--- src/bfdl_pkg.sv ---
// Constants, register map and mode type of the breaker failure decision logic
`default_nettype none
package bfdl_pkg;
	// ==========================================================
	// Timing
	localparam int CLK_PERIOD_NS = 5; // 200 MHz reference clock
	localparam int TICK_TIME_NS = 1000000; // One millisecond time base
	localparam int TICK_CYCLES_DFLT = TICK_TIME_NS / CLK_PERIOD_NS;
	// ==========================================================
	// Register byte offsets
	localparam logic [7:0] OFS_CTRL = 8'h00; // Mode and retrip enable
	localparam logic [7:0] OFS_PH_THR = 8'h04; // Phase threshold, percent
	localparam logic [7:0] OFS_RES_THR = 8'h08; // Residual threshold, percent
	localparam logic [7:0] OFS_RT_DLY = 8'h0C; // Retrip delay, ms
	localparam logic [7:0] OFS_BU_DLY = 8'h10; // Backup delay, ms
	localparam logic [7:0] OFS_PULSE = 8'h14; // Trip pulse duration, ms
	localparam logic [7:0] OFS_STATUS = 8'h18; // Live state, read only
	// ==========================================================
	// Control field positions
	localparam int CTRL_MODE_LSB = 0; // Two-bit supervision mode
	localparam int CTRL_RETRIP_BIT = 2; // Retrip enable
	// ==========================================================
	// Setting ranges and reset values
	localparam logic [15:0] PH_THR_MIN = 16'h0014; // 20 %
	localparam logic [15:0] PH_THR_MAX = 16'h00C8; // 200 %
	localparam logic [15:0] PH_THR_RST = 16'h001E; // 30 %
	localparam logic [15:0] RES_THR_MIN = 16'h000A; // 10 %
	localparam logic [15:0] RES_THR_MAX = 16'h00C8; // 200 %
	localparam logic [15:0] RES_THR_RST = 16'h0014; // 20 %
	localparam logic [15:0] RT_DLY_MIN = 16'h0000; // 0 ms
	localparam logic [15:0] RT_DLY_MAX = 16'h03E8; // 1000 ms
	localparam logic [15:0] RT_DLY_RST = 16'h0064; // 100 ms
	localparam logic [15:0] BU_DLY_MIN = 16'h0064; // 100 ms
	localparam logic [15:0] BU_DLY_MAX = 16'hEA60; // 60000 ms
	localparam logic [15:0] BU_DLY_RST = 16'h03E8; // 1000 ms
	localparam logic [15:0] PULSE_MIN = 16'h0000; // 0 ms
	localparam logic [15:0] PULSE_MAX = 16'hEA60; // 60000 ms
	localparam logic [15:0] PULSE_RST = 16'h0064; // 100 ms
	localparam logic [15:0] CNT_SAT = 16'hFFFF; // Millisecond counter ceiling
	// ==========================================================
	// Supervision modes, off is the reset value
	typedef enum logic [1:0] {
		MODE_OFF,
		MODE_CURRENT,
		MODE_CONTACT,
		MODE_BOTH
	} bfdl_mode_e;
endpackage
`default_nettype wire

--- src/bfdl_top.sv ---
// Breaker failure decision logic with its Avalon-MM settings registers
//
// Implementation choices: the Avalon-MM register port and the register addresses.
`default_nettype none
// What this block does
// Combine starts, status and settings into trip
// Mode: off, current, contact, both; reset off
// Mode picks current, contact or both supervised
// Retrip enable gates retrips, default off
// Phase threshold 20..200 percent, default 30
// Residual threshold 10..200 percent, default 20
// Retrip delay 0..1000 ms, default 100
// Backup delay 100..60000 ms, default 1000
// Pulse duration 0..60000 ms, default 100
// Block input suppresses every trip output
// Outside logic drives breaker closed inputs
// Outside logic drives general and phase starts
// Outside logic drives residual start input
// Per-phase flag while current above threshold
// Residual flag while residual above threshold
// Backup trip output plus three retrip outputs
// Comparisons use sampled current values
// Start rising edge starts per-phase timers
// Backup trip at expiry if fault persists
// Trip held at least the pulse duration
// Retrip at retrip expiry where fault persists
// Clear when start and fault drop, blocked, off
module bfdl_top
	import bfdl_pkg::*;
#(
	parameter int TICK_CYCLES = TICK_CYCLES_DFLT
) (
	input wire logic ref_clk,
	input wire logic rst_n,
	input wire logic [7:0] avs_address,
	input wire logic avs_read,
	input wire logic avs_write,
	input wire logic [31:0] avs_writedata,
	input wire logic [3:0] avs_byteenable,
	output var logic [31:0] avs_readdata,
	output var logic avs_waitrequest,
	input wire logic block_in,
	input wire logic breaker_closed_common,
	input wire logic breaker_closed_phase1,
	input wire logic breaker_closed_phase2,
	input wire logic breaker_closed_phase3,
	input wire logic general_initiate,
	input wire logic initiate_phase1,
	input wire logic initiate_phase2,
	input wire logic initiate_phase3,
	input wire logic initiate_residual,
	input wire logic [15:0] phase1_current,
	input wire logic [15:0] phase2_current,
	input wire logic [15:0] phase3_current,
	input wire logic [15:0] residual_current,
	output var logic backup_trip_out,
	output var logic retrip_phase1,
	output var logic retrip_phase2,
	output var logic retrip_phase3
);
	// ==========================================================
	// Settings and bus state
	bfdl_mode_e mode_reg; // Supervision mode
	logic retrip_en_reg; // Retrip enable
	logic [15:0] ph_thr_reg; // Phase threshold, percent
	logic [15:0] res_thr_reg; // Residual threshold, percent
	logic [15:0] rt_dly_reg; // Retrip delay, ms
	logic [15:0] bu_dly_reg; // Backup delay, ms
	logic [15:0] pulse_dur_reg; // Trip pulse length, ms
	logic wait_reg; // Drives waitrequest
	logic [31:0] rdata_reg; // Drives readdata
	logic [31:0] wr_word; // Write data merged with old value
	logic [31:0] old_word; // Current value at the write address
	logic wr_take; // Write accepted this edge
	// ==========================================================
	// Decision state; index 0..2 phases, 3 residual channel
	logic [31:0] tick_cnt_reg; // Millisecond prescaler
	logic ms_tick; // One-cycle millisecond pulse
	logic [3:0] over_reg; // Over-threshold flags
	logic [3:0] start_prev_reg; // Start levels one cycle back
	logic gen_prev_reg; // General start one cycle back
	logic [3:0] start_lvl; // Start levels per channel
	logic [3:0] start_rise; // Start rising edges per channel
	logic [3:0] closed; // Contact view per channel
	logic [3:0] cond; // Supervised fault condition
	logic [3:0] active_reg; // Channel timing
	logic [15:0] bu_cnt_reg [4]; // Backup timers, ms
	logic [15:0] rt_cnt_reg [3]; // Retrip timers, ms
	logic [3:0] bu_hit; // Backup timer expired with fault
	logic [2:0] rt_hit; // Retrip timer expired with fault
	logic inhibit; // Blocked or switched off
	logic [15:0] cur [4]; // Sampled current per channel
	logic bu_trip_reg; // Backup trip
	logic [15:0] bu_pulse_reg; // Backup pulse age, ms
	logic [2:0] rt_reg; // Retrips
	logic [15:0] rt_pulse_reg [3]; // Retrip pulse age, ms

	// Byte-lane merge of write data over an old register value
	function automatic logic [31:0] merge(input logic [31:0] o,
		input logic [31:0] n, input logic [3:0] be);
		logic [31:0] r;
		r = o;
		for (int b = 0; b < 4; b++) begin
			if (be[b]) begin
				r[8*b +: 8] = n[8*b +: 8];
			end
		end
		return r;
	endfunction

	// Clamp a setting into its legal range
	function automatic logic [15:0] clamp(input logic [15:0] v,
		input logic [15:0] lo, input logic [15:0] hi);
		return (v < lo) ? lo : ((v > hi) ? hi : v);
	endfunction

	// ==========================================================
	// Avalon-MM slave: every access answers one cycle after request
	assign wr_take = avs_write && !wait_reg;
	assign wr_word = merge(old_word, avs_writedata, avs_byteenable);

	// Old value of the addressed register for partial writes
	always_comb begin
		old_word = 32'h0000_0000;
		unique case (avs_address)
			OFS_CTRL: begin
				old_word[CTRL_MODE_LSB +: 2] = mode_reg;
				old_word[CTRL_RETRIP_BIT] = retrip_en_reg;
			end
			OFS_PH_THR: old_word[15:0] = ph_thr_reg;
			OFS_RES_THR: old_word[15:0] = res_thr_reg;
			OFS_RT_DLY: old_word[15:0] = rt_dly_reg;
			OFS_BU_DLY: old_word[15:0] = bu_dly_reg;
			OFS_PULSE: old_word[15:0] = pulse_dur_reg;
			OFS_STATUS: begin
				old_word[0] = bu_trip_reg;
				old_word[3:1] = rt_reg;
				old_word[7:4] = over_reg;
				old_word[11:8] = active_reg;
			end
			default: old_word = 32'h0000_0000;
		endcase
	end

	// Waitrequest drops for exactly one cycle per request
	always_ff @(posedge ref_clk) begin
		if (!rst_n) begin
			wait_reg <= 1'b1;
		end else if ((avs_read || avs_write) && wait_reg) begin
			wait_reg <= 1'b0;
		end else begin
			wait_reg <= 1'b1;
		end
	end

	// Read data captured as waitrequest drops; unmapped reads zero
	always_ff @(posedge ref_clk) begin
		if (!rst_n) begin
			rdata_reg <= 32'h0000_0000;
		end else if (avs_read && wait_reg) begin
			rdata_reg <= old_word;
		end
	end

	// Settings, clamped into range on write; unmapped writes dropped
	always_ff @(posedge ref_clk) begin
		if (!rst_n) begin
			mode_reg <= MODE_OFF;
			retrip_en_reg <= 1'b0;
			ph_thr_reg <= PH_THR_RST;
			res_thr_reg <= RES_THR_RST;
			rt_dly_reg <= RT_DLY_RST;
			bu_dly_reg <= BU_DLY_RST;
			pulse_dur_reg <= PULSE_RST;
		end else if (wr_take) begin
			unique case (avs_address)
				OFS_CTRL: begin
					mode_reg <= bfdl_mode_e'(wr_word[CTRL_MODE_LSB +: 2]);
					retrip_en_reg <= wr_word[CTRL_RETRIP_BIT];
				end
				OFS_PH_THR: ph_thr_reg <= clamp(wr_word[15:0],
					PH_THR_MIN, PH_THR_MAX);
				OFS_RES_THR: res_thr_reg <= clamp(wr_word[15:0],
					RES_THR_MIN, RES_THR_MAX);
				OFS_RT_DLY: rt_dly_reg <= clamp(wr_word[15:0],
					RT_DLY_MIN, RT_DLY_MAX);
				OFS_BU_DLY: bu_dly_reg <= clamp(wr_word[15:0],
					BU_DLY_MIN, BU_DLY_MAX);
				OFS_PULSE: pulse_dur_reg <= clamp(wr_word[15:0],
					PULSE_MIN, PULSE_MAX);
				default: mode_reg <= mode_reg;
			endcase
		end
	end

	// ==========================================================
	// Millisecond time base
	assign ms_tick = (tick_cnt_reg == 32'(TICK_CYCLES - 1));

	always_ff @(posedge ref_clk) begin
		if (!rst_n || ms_tick) begin
			tick_cnt_reg <= 32'h0000_0000;
		end else begin
			tick_cnt_reg <= tick_cnt_reg + 32'h0000_0001;
		end
	end

	// ==========================================================
	// Channel inputs
	assign inhibit = block_in || (mode_reg == MODE_OFF);
	assign cur[0] = phase1_current;
	assign cur[1] = phase2_current;
	assign cur[2] = phase3_current;
	assign cur[3] = residual_current;
	assign start_lvl = {initiate_residual, initiate_phase3,
		initiate_phase2, initiate_phase1};
	assign closed = {breaker_closed_common | breaker_closed_phase1 |
		breaker_closed_phase2 | breaker_closed_phase3,
		breaker_closed_common | breaker_closed_phase3,
		breaker_closed_common | breaker_closed_phase2,
		breaker_closed_common | breaker_closed_phase1};
	// Phase channels also start on a general start edge
	assign start_rise[2:0] = (start_lvl[2:0] & ~start_prev_reg[2:0]) |
		{3{general_initiate && !gen_prev_reg}};
	assign start_rise[3] = start_lvl[3] && !start_prev_reg[3];

	// Edge history of the start inputs
	always_ff @(posedge ref_clk) begin
		if (!rst_n) begin
			start_prev_reg <= 4'h0;
			gen_prev_reg <= 1'b0;
		end else begin
			start_prev_reg <= start_lvl;
			gen_prev_reg <= general_initiate;
		end
	end

	// Threshold comparisons on the sampled currents
	always_ff @(posedge ref_clk) begin
		if (!rst_n) begin
			over_reg <= 4'h0;
		end else begin
			for (int i = 0; i < 3; i++) begin
				over_reg[i] <= cur[i] > ph_thr_reg;
			end
			over_reg[3] <= cur[3] > res_thr_reg;
		end
	end

	// Supervised condition chosen by the mode
	always_comb begin
		unique case (mode_reg)
			MODE_OFF: cond = 4'h0;
			MODE_CURRENT: cond = over_reg;
			MODE_CONTACT: cond = closed;
			// Fault persists until every faultless condition holds
			MODE_BOTH: cond = over_reg | closed;
		endcase
	end

	// ==========================================================
	// Per-channel timers
	for (genvar c = 0; c < 4; c++) begin : g_chan
		// Activity and backup timer of one channel
		always_ff @(posedge ref_clk) begin
			if (!rst_n || inhibit) begin
				active_reg[c] <= 1'b0;
				bu_cnt_reg[c] <= 16'h0000;
			end else if (start_rise[c]) begin
				active_reg[c] <= 1'b1;
				bu_cnt_reg[c] <= 16'h0000;
			end else if (active_reg[c] && !start_lvl[c] &&
				!(c < 3 && general_initiate) && !cond[c]) begin
				active_reg[c] <= 1'b0;
				bu_cnt_reg[c] <= 16'h0000;
			end else if (active_reg[c] && ms_tick &&
				bu_cnt_reg[c] != CNT_SAT) begin
				bu_cnt_reg[c] <= bu_cnt_reg[c] + 16'h0001;
			end
		end
		assign bu_hit[c] = active_reg[c] && cond[c] &&
			(bu_cnt_reg[c] >= bu_dly_reg);
	end

	for (genvar p = 0; p < 3; p++) begin : g_phase
		// Separate retrip timer of one phase
		always_ff @(posedge ref_clk) begin
			if (!rst_n || !active_reg[p] || start_rise[p]) begin
				rt_cnt_reg[p] <= 16'h0000;
			end else if (ms_tick && rt_cnt_reg[p] != CNT_SAT) begin
				rt_cnt_reg[p] <= rt_cnt_reg[p] + 16'h0001;
			end
		end
		assign rt_hit[p] = active_reg[p] && cond[p] &&
			(rt_cnt_reg[p] >= rt_dly_reg);

		// Retrip output with minimum pulse length
		always_ff @(posedge ref_clk) begin
			if (!rst_n || inhibit || !retrip_en_reg) begin
				rt_reg[p] <= 1'b0;
				rt_pulse_reg[p] <= 16'h0000;
			end else if (rt_hit[p]) begin
				rt_reg[p] <= 1'b1;
				rt_pulse_reg[p] <= 16'h0000;
			end else if (rt_reg[p] && rt_pulse_reg[p] >= pulse_dur_reg) begin
				rt_reg[p] <= 1'b0;
			end else if (rt_reg[p] && ms_tick &&
				rt_pulse_reg[p] != CNT_SAT) begin
				rt_pulse_reg[p] <= rt_pulse_reg[p] + 16'h0001;
			end
		end
	end

	// ==========================================================
	// Backup trip with minimum pulse length
	always_ff @(posedge ref_clk) begin
		if (!rst_n || inhibit) begin
			bu_trip_reg <= 1'b0;
			bu_pulse_reg <= 16'h0000;
		end else if (|bu_hit) begin
			bu_trip_reg <= 1'b1;
			bu_pulse_reg <= 16'h0000;
		end else if (bu_trip_reg && bu_pulse_reg >= pulse_dur_reg) begin
			bu_trip_reg <= 1'b0;
		end else if (bu_trip_reg && ms_tick && bu_pulse_reg != CNT_SAT) begin
			bu_pulse_reg <= bu_pulse_reg + 16'h0001;
		end
	end

	// Outputs straight from flip-flops
	assign backup_trip_out = bu_trip_reg;
	assign retrip_phase1 = rt_reg[0];
	assign retrip_phase2 = rt_reg[1];
	assign retrip_phase3 = rt_reg[2];
	assign avs_waitrequest = wait_reg;
	assign avs_readdata = rdata_reg;
endmodule
`default_nettype wire

--- config.mk ---
export PLATFORM = sky130hd
export DESIGN_NAME = bfdl_top
export DESIGN_NICKNAME = d
export VERILOG_FILES = /design/src/bfdl_pkg.sv /design/src/bfdl_top.sv
export SDC_FILE = /design/constraint.sdc
export NUM_CORES = 1
export LEC_CHECK = 0
export ABC_AREA = 1
export BUFFER_PORTS_ARGS = -buffer_cell sky130_fd_sc_hd__buf_2
export CAP_MARGIN = 15
export CORE_UTILIZATION = 50
export CTS_CLUSTER_SIZE = 20
export DETAILED_ROUTE_END_ITERATION = 8
export PLACE_DENSITY = 0.83
export SKIP_CTS_REPAIR_TIMING = 1
export SLEW_MARGIN = 15
export SYNTH_ARGS = -nofsm -noshare
export SYNTH_HDL_FRONTEND = slang
export SYNTH_SLANG_ARGS = --single-unit
--- constraint.sdc ---
create_clock -name ref_clk -period 2.72 [get_ports ref_clk]
set_input_delay 0.544 -clock ref_clk [delete_from_list [all_inputs] [get_ports ref_clk]]
set_output_delay 0.544 -clock ref_clk [all_outputs]
set_load 0.03 [all_outputs]
==> qor.yml <==
clock_network:
  clock_latency_ns: 0.54
  clockBufferDepth: 3
  clk_pin_slew_ns: 0.06
  cts_tree: "built"
  cts_sinks: 325
  cts_buffers: 38
  cts-root-buf: "clkbuf_16"
  cts_max_level: 2
sta:
  tightestPinTransition_ns: 0.8387
  skew_ns: 0.02174
  final_hold_viol_count: 0
  max_freq_mhz: 383.6
  period_share_pct: 95.83
  grt_setup_unrepaired: "yes"
  setup_viol: 0
  worst_slack_ns: 0.1134
  slew_viol_final: 0
  relSlewSlack_pct: 43.65
  hold_slack_ns: 0.2203
  fin_crit_ns: 2.607
layout:
  layout.nets: 3513
  multi_input_area_mm2: 0.01235
  seq_area_mm2: 0.008110
  drive_gt1_share_pct: 13.16
  nFillCells: 3821
  synthToLayoutAreaGrowth_pct: 15.46
  largest_register_ffs: 64
  final_util_pct: 59.06
floorplanning:
  core_area_mm2: 0.04355
  fp-row-count: 76
  start_util_pct: 51.15
  die_area_mm2: 0.04541
  num_io_pins: 159
  die_h_um: 213.1
  die_x_um: 213.1
synthesis:
  yosys.area_share.simple_pct: 26.67
  synth.distinct_cells: 58
  synth-async-reset-ratio_pct: 0
  ys_ff_latch: 325
  synth_fa_ha_area_share_pct: 14.15
  synth_top_family_by_area: "simple AND/OR/NAND/NOR gates"
  synth_edf_count: 160
  muxShareOfSynthArea_pct: 0
  synth_xor_area_share_pct: 3.342
  seq_area_frac_synth_pct: 36.39
  netlist_area_mm2: 0.02228
  synth_cells: 2903
  syn_area_per_cell_um2: 7.674
  yosys_warnings: 0
  ys.flop_type: "dfxtp_1"
  synth_compound_area_share_pct: 10.68
worst_setup_path:
  slowest_delay_ns: 0.38
  required_ns: 2.97
  cp_slowest_cell: "dfxtp_1"
  worstPathArrival_ns: 2.85
  cp-end-kind: "flip-flop"
  startpoint_type: "flip-flop"
  crit_path_start: "tick_cnt_reg[17]"
  crit_fanout: 16
  path_cells: "nand2_1, inv_1, nand4_1, nor4_1, nand2_1, buf_4, nor3_1, nand3_1, a31o_2, nand4_1, buf_12"
  reg2reg_from: "tick_cnt_reg[17]"
  crit_type: "reg -> reg"
global_route:
  grt_pass1_wl_mm: 95.96
  grt_usage_pct: 26.52
  overflow: 0
  grt_pass1_vias: 19330
  antenna_found_initial: 1
  grt_max_degree: 48
detailed_routing:
  drt_wl_total_mm: 59.82
  via_per_inst: 5.470
  vias: 20540
  first_pass_iters: 6
  drcViolationCount: 0
  drt_iter0_drc: 1821
  ant_nets: 0
  wl_per_cell_um: 15.94
outcome:
  outcome: "finished, final reports clean"
pwr:
  power.density_mw_per_mm2: 425.0
  power.leakage_nw: 11.27
  vdd_ir_drop_max_mv: 0.5107
placed_design:
  dpl_worst_slack_ns: -0.1943
  portBuffers: 124
  place_hpwl_mm: 45.25
  globalplace.congestion: 0.9812
worst_hold_path:
  hp-start: "avs_read"
  hp-class: "in -> reg"
run:
  cap_violations: 0
==> worst paths after layout <==
check	cells after the start	end	slack, ns
hold reg to reg	1	avs_waitrequest	0.44
hold / removal	2	avs_waitrequest	0.22
setup reg to reg	11	bu_cnt_reg[1][6]	0.11
setup / recovery	11	bu_cnt_reg[1][6]	0.11
==> kinds of logic after synthesis <==
logic type      count (synthesis)
simple gates                 1329
flops                         325
other cells                     1
buf+inv                       482
fa+ha+maj                     252
xor+xnor                       85
compound gates                429
==> worst max-delay path, delay by kind of cell, from the launching register on <==
kind / cells / cell delay, ns
AND/OR/NAND/NOR: 7 / 1.16
buffers and inverters: 3 / 0.49
flip-flops: 1 / 0.38
AO/OA/AOI/OAI: 1 / 0.27
==> per-layer routing <==
| layer | GRT usage, % | vias to the layer above | wire length (um) |
|---|---|---|---|
| li1 | - | 10210 | - |
| met1 | 34.21 | 9387 | 25410 |
| met2 | 43.90 | 774 | 27230 |
| met3 | 4.648 | 161 | 5003 |
| met4 | 10.44 | 2 | 2165 |
| met5 | 0 | - | 12 |
==> layout make-up <==
class,count,share of cell area [%]
multi-input combinational,2111,48.01
sequential,325,31.53
timing repair buffer,249,6.596
inverter,414,6.046
clock buffer,57,4.660
tap,585,2.845
clock inverter,12,0.3016
antenna,1,0.009728
==> cell usage after synthesis, types with 3 or more instances <==
master      n  area share (%)
nor2_4      6            0.30
xnor2_1    29             1.1
nor4_1     14            0.39
o221ai_1    5            0.20
dfxtp_1   165              15
a21oi_1   231             5.2
nor2_1    319             5.4
and3_1      5            0.14
nand3_1   193             4.3
inv_2      16            0.27
xor2_1     56             2.2
a211oi_1   18            0.61
nand2_1   530             8.9
o211a_1     3            0.13
nand3_2     8            0.36
buf_4      21            0.71
o21ai_0   102             2.3
nand2_2    17            0.48
o21ai_1    13            0.29
inv_1     394             6.6
buf_2      15            0.34
ha_1      252              14
edfxtp_1  160              22
o21a_1      9            0.30
nor3_2      3            0.13
buf_6       4            0.20
nor3b_1    25            0.84
clkinv_1    3           0.051
clkbuf_1   27            0.45
nand2_4     5            0.25
o211ai_1   16            0.54
a31oi_1    12            0.34
nor3_1    119             2.7
nand4_1    49             1.4
or2_2      18            0.51
nor2_2     11            0.31
==> metrics by stage <==
| step | setup TNS [ns] | std cells | total power [mW] | instance area [um^2] |
|---|---|---|---|---|
| final | 0 | 3754 | 10.93 | 25720 |
| after global routing | -1.029 | 3753 | 11.23 | 25720 |
| after CTS | -0.2232 | 3753 | 10.96 | 25670 |
| after detailed placement | -3.358 | 3684 | 5.850 | 24400 |
| after global placement | -1.706 | 3684 | 5.839 | 24400 |
| after floorplan | 0 | 2918 | 5.617 | 22360 |
==> layout by cell type, fill, tap and decap left out, types with 7 or more instances in the layout <==
cell type  count
nand2_2       17
xnor2_1       29
nor3b_1       25
o21ai_1       15
nor2_4         8
dfxtp_1      163
inv_1        393
ha_1         252
o211ai_1      16
nand3_1      192
buf_12        11
nor2_1       311
a31oi_1       12
nand2_1      530
nand4_1       49
nand3_2        9
buf_4        114
o21ai_0      100
clkbuf_8       7
clkbuf_1       7
clkbuf_16     43
nor4_1        14
edfxtp_1     160
nor3_1       116
nor2_2        17
inv_2         17
a211oi_1      18
or2_2         17
conb_1        16
o21a_1         9
a21oi_1      231
buf_2        124
xor2_1        56
==> where the power goes <==
group	leakage, nW	switching (mW)	internal (mW)
Sequential	3.31	0.0195	5.12
Clock	0.613	2.11	3.06
Combinational	7.35	0.393	0.230
Power figures use the tool's default switching activity.
